## src/pkg/dbc_defines.svh

```systemverilog
`ifndef DBC_DEFINES_SVH
`define DBC_DEFINES_SVH

// Converter word and the low group rewritten by the second byte
`define DBC_CODE_W 10
`define DBC_LOW_W 2
`define DBC_BUS_W 16
`define DBC_CODE_RST 10'h000

// Write strobe and gap width, rounded up to whole clocks
`define DBC_CLK_NS 20
`define DBC_WR_NS 100
`define DBC_WR_CYC ((`DBC_WR_NS + `DBC_CLK_NS - 1) / `DBC_CLK_NS)

// Controller register offsets (byte addresses)
`define DBC_OFS_CTRL 12'h000
`define DBC_OFS_DATA 12'h004
`define DBC_OFS_LATCH_TRANSFER_STROBE 12'h008
`define DBC_OFS_STAT 12'h00C

// Transfer mode codes held in the control register
`define DBC_MODE_AUTO8 3'h0
`define DBC_MODE_PROC8 3'h1
`define DBC_MODE_EXT8 3'h2
`define DBC_MODE_SNGL16 3'h3
`define DBC_MODE_DBL16 3'h4
`define DBC_MODE_FLOW 3'h5
`define DBC_MODE_RST 3'h0

// Status fields
`define DBC_STAT_BUSY 0
`define DBC_STAT_PEND 1

// AXI responses
`define DBC_RESP_OKAY 2'h0
`define DBC_RESP_SLVERR 2'h2

`endif

```

## src/pkg/dbc_pkg.sv

```systemverilog
package dbc_pkg;

  // Controller sequencing states
  typedef enum logic [2:0] {
    HS_IDLE, HS_FIRST, HS_GAP, HS_SECOND, HS_LATCH_TRANSFER_STROBE, HS_REST, HS_FLOW
  } dbc_hstate_e;

  // Converter end state
  typedef struct packed {
    logic [9:0] inLatch;
    logic [9:0] dacLatch;
    logic awaitLow;
    logic xferPulse;
    logic xferSeen;
  } dbc_dev_s;

  // Controller end state
  typedef struct packed {
    dbc_hstate_e state;
    logic [7:0] cnt;
    logic [2:0] mode;
    logic [9:0] code;
    logic pend;
    logic awHave;
    logic [11:0] awAddr;
    logic wHave;
    logic [31:0] wData;
    logic [3:0] wStrb;
    logic awReady;
    logic wReady;
    logic bValid;
    logic [1:0] bResp;
    logic arReady;
    logic rValid;
    logic [31:0] rData;
    logic [1:0] rResp;
    logic csN;
    logic wrN;
    logic byteSelect;
    logic xferN;
    logic [15:0] bus;
  } dbc_hst_s;

endpackage

```

## src/pkg/dbc_link_if.sv

```systemverilog
`timescale 1ns/1ns
// Parallel write port between controller and converter; all one-way
interface dbc_link_if;
  logic [15:0] dataBus;
  logic csN;
  logic wrN;
  logic byteSelect;
  logic latchTransferStrobeN;

  modport host (
    output dataBus,
    output csN,
    output wrN,
    output byteSelect,
    output latchTransferStrobeN
  );

  modport dev (
    input dataBus,
    input csN,
    input wrN,
    input byteSelect,
    input latchTransferStrobeN
  );
endinterface

```

## src/rtl/dbc_controller.sv

```systemverilog
// The placing of the registers and the AXI4-Lite slave port are this design's own decisions.
`timescale 1ns/1ns
`include "dbc_defines.svh"
// Bus-side controller: takes a code and a mode from software over
// AXI4-Lite and plays the write sequence on the converter's pins.
module dbc_controller (
  input wire logic clk_sys,
  input wire logic resetn,
  input wire logic [11:0] awaddr,
  input wire logic awvalid,
  output logic awready,
  input wire logic [31:0] wdata,
  input wire logic [3:0] wstrb,
  input wire logic wvalid,
  output logic wready,
  output logic [1:0] bresp,
  output logic bvalid,
  input wire logic bready,
  input wire logic [11:0] araddr,
  input wire logic arvalid,
  output logic arready,
  output logic [31:0] rdata,
  output logic [1:0] rresp,
  output logic rvalid,
  input wire logic rready,
  input wire logic extStrobeN,
  dbc_link_if.host link
);

  localparam logic [7:0] WR_LAST = 8'(`DBC_WR_CYC - 1);

  dbc_pkg::dbc_hst_s s_r;
  dbc_pkg::dbc_hst_s s_nxt;

  logic isWide;
  logic autoXfer;

  // Mode decode for the current setting
  always_comb begin
    isWide = (s_r.mode == `DBC_MODE_SNGL16) ||
             (s_r.mode == `DBC_MODE_DBL16);
    autoXfer = (s_r.mode == `DBC_MODE_AUTO8) ||
               (s_r.mode == `DBC_MODE_SNGL16);
  end

  // Bus slave, register effects and pin sequencer
  always_comb begin
    s_nxt = s_r;
    // Responses retire when taken
    if (s_r.bValid && bready) begin
      s_nxt.bValid = 1'b0;
    end
    if (s_r.rValid && rready) begin
      s_nxt.rValid = 1'b0;
    end
    // Address and data are caught independently, in either order
    if (awvalid && s_r.awReady) begin
      s_nxt.awHave = 1'b1;
      s_nxt.awAddr = awaddr;
    end
    if (wvalid && s_r.wReady) begin
      s_nxt.wHave = 1'b1;
      s_nxt.wData = wdata;
      s_nxt.wStrb = wstrb;
    end
    // Write takes effect once both halves are in; a write while the
    // pins are busy is answered but changes nothing, so a sequence is
    // never torn halfway
    if (s_nxt.awHave && s_nxt.wHave && !s_nxt.bValid) begin
      s_nxt.awHave = 1'b0;
      s_nxt.wHave = 1'b0;
      s_nxt.bValid = 1'b1;
      s_nxt.bResp = `DBC_RESP_OKAY;
      unique case (s_nxt.awAddr)
        `DBC_OFS_CTRL: begin
          // Codes above flow-through name no mode; the old one stays
          if (s_nxt.wStrb[0] && s_r.state == dbc_pkg::HS_IDLE &&
              s_nxt.wData[2:0] <= `DBC_MODE_FLOW) begin
            s_nxt.mode = s_nxt.wData[2:0];
          end
        end
        `DBC_OFS_DATA: begin
          // Code is frozen while a sequence plays, except when streaming
          if (s_r.state == dbc_pkg::HS_IDLE ||
              s_r.state == dbc_pkg::HS_FLOW) begin
            if (s_nxt.wStrb[0]) begin
              s_nxt.code[7:0] = s_nxt.wData[7:0];
            end
            if (s_nxt.wStrb[1]) begin
              s_nxt.code[9:8] = s_nxt.wData[9:8];
            end
          end
          if (s_r.state == dbc_pkg::HS_IDLE && s_r.mode != `DBC_MODE_FLOW) begin
            s_nxt.cnt = WR_LAST;
            s_nxt.state = isWide ? dbc_pkg::HS_SECOND : dbc_pkg::HS_FIRST;
          end
        end
        `DBC_OFS_LATCH_TRANSFER_STROBE: begin
          // Third write carrying the shared transfer strobe
          if (s_r.state == dbc_pkg::HS_IDLE && s_r.mode != `DBC_MODE_FLOW) begin
            s_nxt.cnt = WR_LAST;
            s_nxt.state = dbc_pkg::HS_LATCH_TRANSFER_STROBE; // [RQ15] [RQ7]
          end
        end
        `DBC_OFS_STAT: begin
        end
        default: begin
          s_nxt.bResp = `DBC_RESP_SLVERR;
        end
      endcase
    end
    s_nxt.awReady = !s_nxt.awHave && !s_nxt.bValid;
    s_nxt.wReady = !s_nxt.wHave && !s_nxt.bValid;
    // Read: one outstanding, answered the clock after the address
    if (arvalid && s_r.arReady) begin
      s_nxt.rValid = 1'b1;
      s_nxt.rResp = `DBC_RESP_OKAY;
      s_nxt.rData = 32'h0000_0000;
      unique case (araddr)
        `DBC_OFS_CTRL: s_nxt.rData[2:0] = s_r.mode;
        `DBC_OFS_DATA: s_nxt.rData[9:0] = s_r.code;
        `DBC_OFS_LATCH_TRANSFER_STROBE: begin
        end
        `DBC_OFS_STAT: begin
          s_nxt.rData[`DBC_STAT_BUSY] = (s_r.state != dbc_pkg::HS_IDLE) &&
                                        (s_r.state != dbc_pkg::HS_FLOW);
          s_nxt.rData[`DBC_STAT_PEND] = s_r.pend;
        end
        default: s_nxt.rResp = `DBC_RESP_SLVERR;
      endcase
    end
    s_nxt.arReady = !s_nxt.rValid;

    // Control pins idle by default and the bus keeps its last value; each phase below drives its own levels
    s_nxt.csN = 1'b1;
    s_nxt.wrN = 1'b1;
    s_nxt.byteSelect = 1'b1;
    s_nxt.xferN = 1'b1;
    if (s_r.cnt != 8'h00) begin
      s_nxt.cnt = s_r.cnt - 8'h01;
    end
    unique case (s_r.state)
      dbc_pkg::HS_IDLE: begin
        if (s_r.mode == `DBC_MODE_FLOW) begin
          s_nxt.state = dbc_pkg::HS_FLOW;
        end
      end
      dbc_pkg::HS_FIRST: begin
        // High byte first, all ten bits open
        s_nxt.csN = 1'b0;
        s_nxt.wrN = 1'b0;
        s_nxt.bus = {8'h00, s_r.code[9:2]}; // [RQ1] [RQ4]
        if (s_r.cnt == 8'h00) begin
          s_nxt.cnt = WR_LAST;
          s_nxt.state = dbc_pkg::HS_GAP;
        end
      end
      dbc_pkg::HS_GAP: begin
        if (s_r.cnt == 8'h00) begin
          s_nxt.cnt = WR_LAST;
          s_nxt.state = dbc_pkg::HS_SECOND;
        end
      end
      dbc_pkg::HS_SECOND: begin
        // Low pair on the narrow bus, whole word on the wide one
        s_nxt.csN = 1'b0;
        s_nxt.wrN = 1'b0;
        s_nxt.byteSelect = isWide; // [RQ16]
        s_nxt.xferN = !autoXfer; // [RQ6] [RQ9]
        s_nxt.bus = isWide ? {s_r.code, 6'h00} :
                    {8'h00, s_r.code[1:0], 6'h00}; // [RQ13]
        s_nxt.pend = !autoXfer;
        if (s_r.cnt == 8'h00) begin
          s_nxt.cnt = WR_LAST;
          s_nxt.state = dbc_pkg::HS_REST;
        end
      end
      dbc_pkg::HS_LATCH_TRANSFER_STROBE: begin
        // Write with the strobe and no select reaches only the output
        s_nxt.wrN = 1'b0;
        s_nxt.xferN = 1'b0; // [RQ10]
        s_nxt.pend = 1'b0;
        if (s_r.cnt == 8'h00) begin
          s_nxt.cnt = WR_LAST;
          s_nxt.state = dbc_pkg::HS_REST;
        end
      end
      dbc_pkg::HS_REST: begin
        if (s_r.cnt == 8'h00) begin
          s_nxt.state = dbc_pkg::HS_IDLE;
        end
      end
      dbc_pkg::HS_FLOW: begin
        // Everything held open; the code register streams through
        s_nxt.csN = 1'b0;
        s_nxt.wrN = 1'b0;
        s_nxt.xferN = 1'b0; // [RQ12]
        s_nxt.bus = {s_r.code, 6'h00};
        if (s_r.mode != `DBC_MODE_FLOW) begin
          s_nxt.state = dbc_pkg::HS_IDLE;
        end
      end
    endcase
    // Independent logic owns the strobe in external mode
    if (s_r.mode == `DBC_MODE_EXT8) begin
      s_nxt.xferN = extStrobeN; // [RQ8]
      s_nxt.wrN = s_nxt.wrN && extStrobeN;
      if (!extStrobeN) begin
        s_nxt.pend = 1'b0; // [RQ8]
      end
    end
  end

  // State register; once in flow mode the mode cannot be rewritten, so only reset leaves it
  always_ff @(posedge clk_sys or negedge resetn) begin
    if (!resetn) begin
      s_r <= '0;
      s_r.state <= dbc_pkg::HS_IDLE;
      s_r.mode <= `DBC_MODE_RST;
      s_r.awReady <= 1'b1;
      s_r.wReady <= 1'b1;
      s_r.arReady <= 1'b1;
      s_r.csN <= 1'b1;
      s_r.wrN <= 1'b1;
      s_r.byteSelect <= 1'b1;
      s_r.xferN <= 1'b1;
    end else begin
      s_r <= s_nxt;
    end
  end

  assign awready = s_r.awReady;
  assign wready = s_r.wReady;
  assign bvalid = s_r.bValid;
  assign bresp = s_r.bResp;
  assign arready = s_r.arReady;
  assign rvalid = s_r.rValid;
  assign rdata = s_r.rData;
  assign rresp = s_r.rResp;
  assign link.csN = s_r.csN;
  assign link.wrN = s_r.wrN;
  assign link.byteSelect = s_r.byteSelect;
  assign link.latchTransferStrobeN = s_r.xferN;
  assign link.dataBus = s_r.bus;

endmodule

```

## src/flat_wrapper.sv

```systemverilog
// flat-port wrapper written by rule: the top's interface ports become plain ports
module dbc_controller_flat 
  (clk_sys, resetn, awaddr, awvalid, awready, wdata, wstrb, wvalid, wready, bresp, bvalid, bready, araddr, arvalid, arready, rdata, rresp, rvalid, rready, extStrobeN, link_dataBus, link_csN, link_wrN, link_byteSelect, link_latchTransferStrobeN);
  dbc_link_if link_i ();
  input wire logic clk_sys;
  input wire logic resetn;
  input wire logic [11:0] awaddr;
  input wire logic awvalid;
  output logic awready;
  input wire logic [31:0] wdata;
  input wire logic [3:0] wstrb;
  input wire logic wvalid;
  output logic wready;
  output logic [1:0] bresp;
  output logic bvalid;
  input wire logic bready;
  input wire logic [11:0] araddr;
  input wire logic arvalid;
  output logic arready;
  output logic [31:0] rdata;
  output logic [1:0] rresp;
  output logic rvalid;
  input wire logic rready;
  input wire logic extStrobeN;
  output wire logic [$bits(link_i.dataBus)-1:0] link_dataBus;
  output wire logic [$bits(link_i.csN)-1:0] link_csN;
  output wire logic [$bits(link_i.wrN)-1:0] link_wrN;
  output wire logic [$bits(link_i.byteSelect)-1:0] link_byteSelect;
  output wire logic [$bits(link_i.latchTransferStrobeN)-1:0] link_latchTransferStrobeN;
  assign link_dataBus = link_i.dataBus;
  assign link_csN = link_i.csN;
  assign link_wrN = link_i.wrN;
  assign link_byteSelect = link_i.byteSelect;
  assign link_latchTransferStrobeN = link_i.latchTransferStrobeN;
  dbc_controller u_core (.clk_sys(clk_sys), .resetn(resetn), .awaddr(awaddr), .awvalid(awvalid), .awready(awready), .wdata(wdata), .wstrb(wstrb), .wvalid(wvalid), .wready(wready), .bresp(bresp), .bvalid(bvalid), .bready(bready), .araddr(araddr), .arvalid(arvalid), .arready(arready), .rdata(rdata), .rresp(rresp), .rvalid(rvalid), .rready(rready), .extStrobeN(extStrobeN), .link(link_i));
endmodule
```

## config.mk

```make
export PLATFORM = sky130hd
export DESIGN_NAME = dbc_controller_flat
export DESIGN_NICKNAME = d
export VERILOG_FILES = /design/src/pkg/dbc_pkg.sv /design/src/pkg/dbc_link_if.sv /design/src/rtl/dbc_controller.sv /design/src/flat_wrapper.sv
export VERILOG_INCLUDE_DIRS = /design/src /design/src/pkg
export SDC_FILE = /design/constraint.sdc
export NUM_CORES = 1
export LEC_CHECK = 0
export ABC_AREA = 1
export ABC_CLOCK_PERIOD_IN_PS = 1600
export BUFFER_PORTS_ARGS = -buffer_cell sky130_fd_sc_hd__buf_4
export CORE_ASPECT_RATIO = 1.1
export CORE_MARGIN = 8
export CORE_UTILIZATION = 42
export DETAILED_ROUTE_END_ITERATION = 6
export PLACE_DENSITY = 0.7
export RECOVER_POWER = 25
export SLEW_MARGIN = 20
export SYNTH_ARGS = -nofsm -noshare
export SYNTH_HDL_FRONTEND = slang
export SYNTH_SLANG_ARGS = --single-unit
```

## constraint.sdc

```tcl
create_clock -name clk_sys -period 1.6 [get_ports clk_sys]
set_input_delay 0 -clock clk_sys [delete_from_list [all_inputs] [get_ports clk_sys]]
set_output_delay 0 -clock clk_sys [all_outputs]
set_load 0.005 [all_outputs]
```

==> key figures <==
Clock tree
  – Root Driver: clkbuf_16
  – CTS H-tree depth: 3
  – CTS Buf Count: 9
  – CTS Sinks: 88
  – Clk buf depth: 2
  – CTS tree: done
  – Reg clk slew, reported paths: 0.06 ns
  – Clk Latency, worst-skew pair: 0.33 ns

Global route
  – First-pass GRT wire length: 16,800 um
  – Gr usage total: 0.149
  – Initial antenna violation count: 0
  – Largest net degree at the start of global routing: 59
  – Number of global-route vias before repair: 3,762
  – Overflow after GRT: 0

Timing
  – Slew Limit Fails: 0
  – Worst-margin pin slew: 0.778 ns
  – Clock Skew: 0.00419 ns
  – Min Clock Period, post-route: 1.83 ns
  – Final worst slack: -0.228 ns
  – Final Setup Violations: 20
  – FMAX: 547 MHz
  – Final period utilization: 1.14
  – Unrepaired setup endpoints after global routing: yes
  – Hold_ws: 0.00311 ns
  – Post-route setup TNS: -3.37 ns
  – Final hold vios: 0
  – Max-slew headroom: 0.482

Worst setup path
  – WP data required: 1.87 ns
  – Critical Path AT: 2.10 ns
  – Reg2Reg Setup Slack: -0.23 ns
  – Startpoint Class: register
  – Crit end category: register
  – Max FO, Critical Path: 11
  – Crit Path Category: reg -> reg

Cells and area
  – NumNets Final: 697
  – Biggest register: u_core.s_r
  – Final Util: 0.556
  – Layout cell share with drive strength beyond 1: 0.274
  – Largest register FFs: 51
  – Ant. Diodes: 0
  – Layout area overhead: 30.4%

Synth
  – Yosys reg bits: 88
  – Synth cell types: 37
  – Syn Area/Cell: 8.45 um^2
  – Synth Flop Type: dfrtp_1
  – Ys async rst share: 1.00
  – Sequential area share after synthesis: 0.504
  – Synthesized area: 4390 um^2
  – EDFF count, synth: 0
  – Synth Instances: 519
  – Synthesis warning total: 0

Floorplan
  – Die ar.: 14,000 um^2
  – Die span in x: 113 um
  – Die H: 123 um
  – IO Pins: 129
  – Core area: 10,300 um^2
  – Initial Utilization: 0.426
  – Row cnt: 39

Power
  – Tot Pwr: 6.87 mW
  – Power per cell area: 1200 nW/um^2
  – Leakage: 2.93 nW
  – Max VDD drop: 622 uV

Outcome
  – Status: finished with violations
  – Failing checks: negative setup slack

Placed design
  – Post-Place Worst Slack: -0.197 ns
  – IO buf count: 80
  – Final HPWL DP: 7580 um
  – Final Wtd Congestion: 0.860

Flow run
  – MaxCap Viol Count: 0

Route
  – DRC violation count after routing: 0
  – Drt via density: 4.60
  – Post-DRT Antenna Nets: 0
  – Initial DRC count: 140
  – DR pass1 iterations: 4
  – Routed length per instance: 13.2 um
  – Routed vias: 3,562
  – Total wire length: 10,200 um

Worst hold path
  – Hold crit path type: in -> reg
==> layout make-up <==
type,instances,area [um^2]
Inverter,56,210
Timing Repair Buffer,134,1090
Fill cell,933,4570
Clock inverter,6,109
Tap cell,143,179
Multi-Input combinational cell,338,1700
Sequential cell,88,2210
Clock buffer,9,225
==> per-stage QoR <==
step | instances | cell area (um^2)
after global routing | 774 | 5720
after floorplan | 542 | 4510
after global placement | 731 | 5050
after CTS | 770 | 5640
after detailed placement | 731 | 5050
final | 774 | 5720
==> layer usage <==
metal / up-vias / routed length, um / global-route usage
met2: 74 / 5480 / 0.278
met3: 15 / 463 / 0.0327
met4: 0 / 191 / 0.0625
met5: - / 0 / 0
met1: 1687 / 4110 / 0.160
li1: 1786 / - / -
==> critical path, stage by stage, from the launching register on <==
cell	delay, ns
dfstp_2	0.59
nand2_8	0.10
nand2_1	0.09
nand2_2	0.07
nor2_2	0.13
nand2_2	0.12
nor2_4	0.12
nand2_2	0.07
nor2_4	0.19
buf_6	0.14
nand3_2	0.07
nand2_1	0.09
==> worst paths after layout <==
check,cells after the start,from,to
min in group asynchronous,2,resetn,u_core.link.dataBus[13]$_DFFE_PN0N_
max in group asynchronous,3,resetn,u_core.link.wrN$_DFF_PN1_
min reg2reg,1,u_core.rvalid$_DFF_PN0_,u_core.arready$_DFF_PN1_
min,4,wdata[1],u_core.s_r[66]$_DFF_PN0_
max reg2reg,11,u_core.awready$_DFF_PN1_,u_core.s_r[112]$_DFFE_PN0P_
max,11,u_core.awready$_DFF_PN1_,u_core.s_r[112]$_DFFE_PN0P_
==> timing repair <==
item,in CTS,in global routing
endpoints found under the setup margin,20,40
hold endpoints to repair,65,0
hold buffers,24,0
resized for setup,4,22
setup buffers,0,4
pin swaps,1,8
==> layout by cell type (no fill, tap or decap), drive strengths merged, types with 4 or more instances in the layout <==
cell type / instances
a21oi: 9
buf: 91
clkbuf: 28
clkinv: 4
conb: 24
dfrtp: 81
dfstp: 7
dlygate4sd3: 24
inv: 55
nand2: 148
nand3: 43
nor2: 48
nor3: 6
o21ai: 28
o31ai: 7
==> Yosys cell counts, types with 5 or more instances <==
cell / instances / area share
nand2_2: 5 / 0.0071
o31ai_1: 7 / 0.012
dfstp_2: 7 / 0.042
nor2_1: 42 / 0.036
nand2_1: 141 / 0.12
o21ai_0: 24 / 0.027
a21oi_1: 8 / 0.0091
dfrtp_1: 81 / 0.46
nand3_1: 43 / 0.049
nor3_1: 6 / 0.0068
buf_4: 52 / 0.089
inv_1: 54 / 0.046
==> cell families (layout without fill, tap and decap cells) <==
| kind of cell | Yosys count | count (layout) | share of synthesized area |
|---|---|---|---|
| other cells | 1 | 24 | 0.000855 |
| compound gates | 56 | 56 | 0.0807 |
| simple gates | 251 | 251 | 0.247 |
| buf+inv | 116 | 205 | 0.151 |
| xor+xnor | 5 | 5 | 0.00998 |
| flops | 88 | 88 | 0.504 |
| fa+ha+maj | 2 | 2 | 0.00570 |
==> power breakdown <==
| group | internal, mW | leakage (nW) | switching, mW |
|---|---|---|---|
| Combinational | 0.736 | 1.64 | 1.03 |
| Clock | 1.51 | 0.165 | 0.826 |
| Sequential | 2.62 | 1.13 | 0.143 |
| Total | 4.87 | 2.93 | 2.00 |
(Power assumes the default switching activity.)
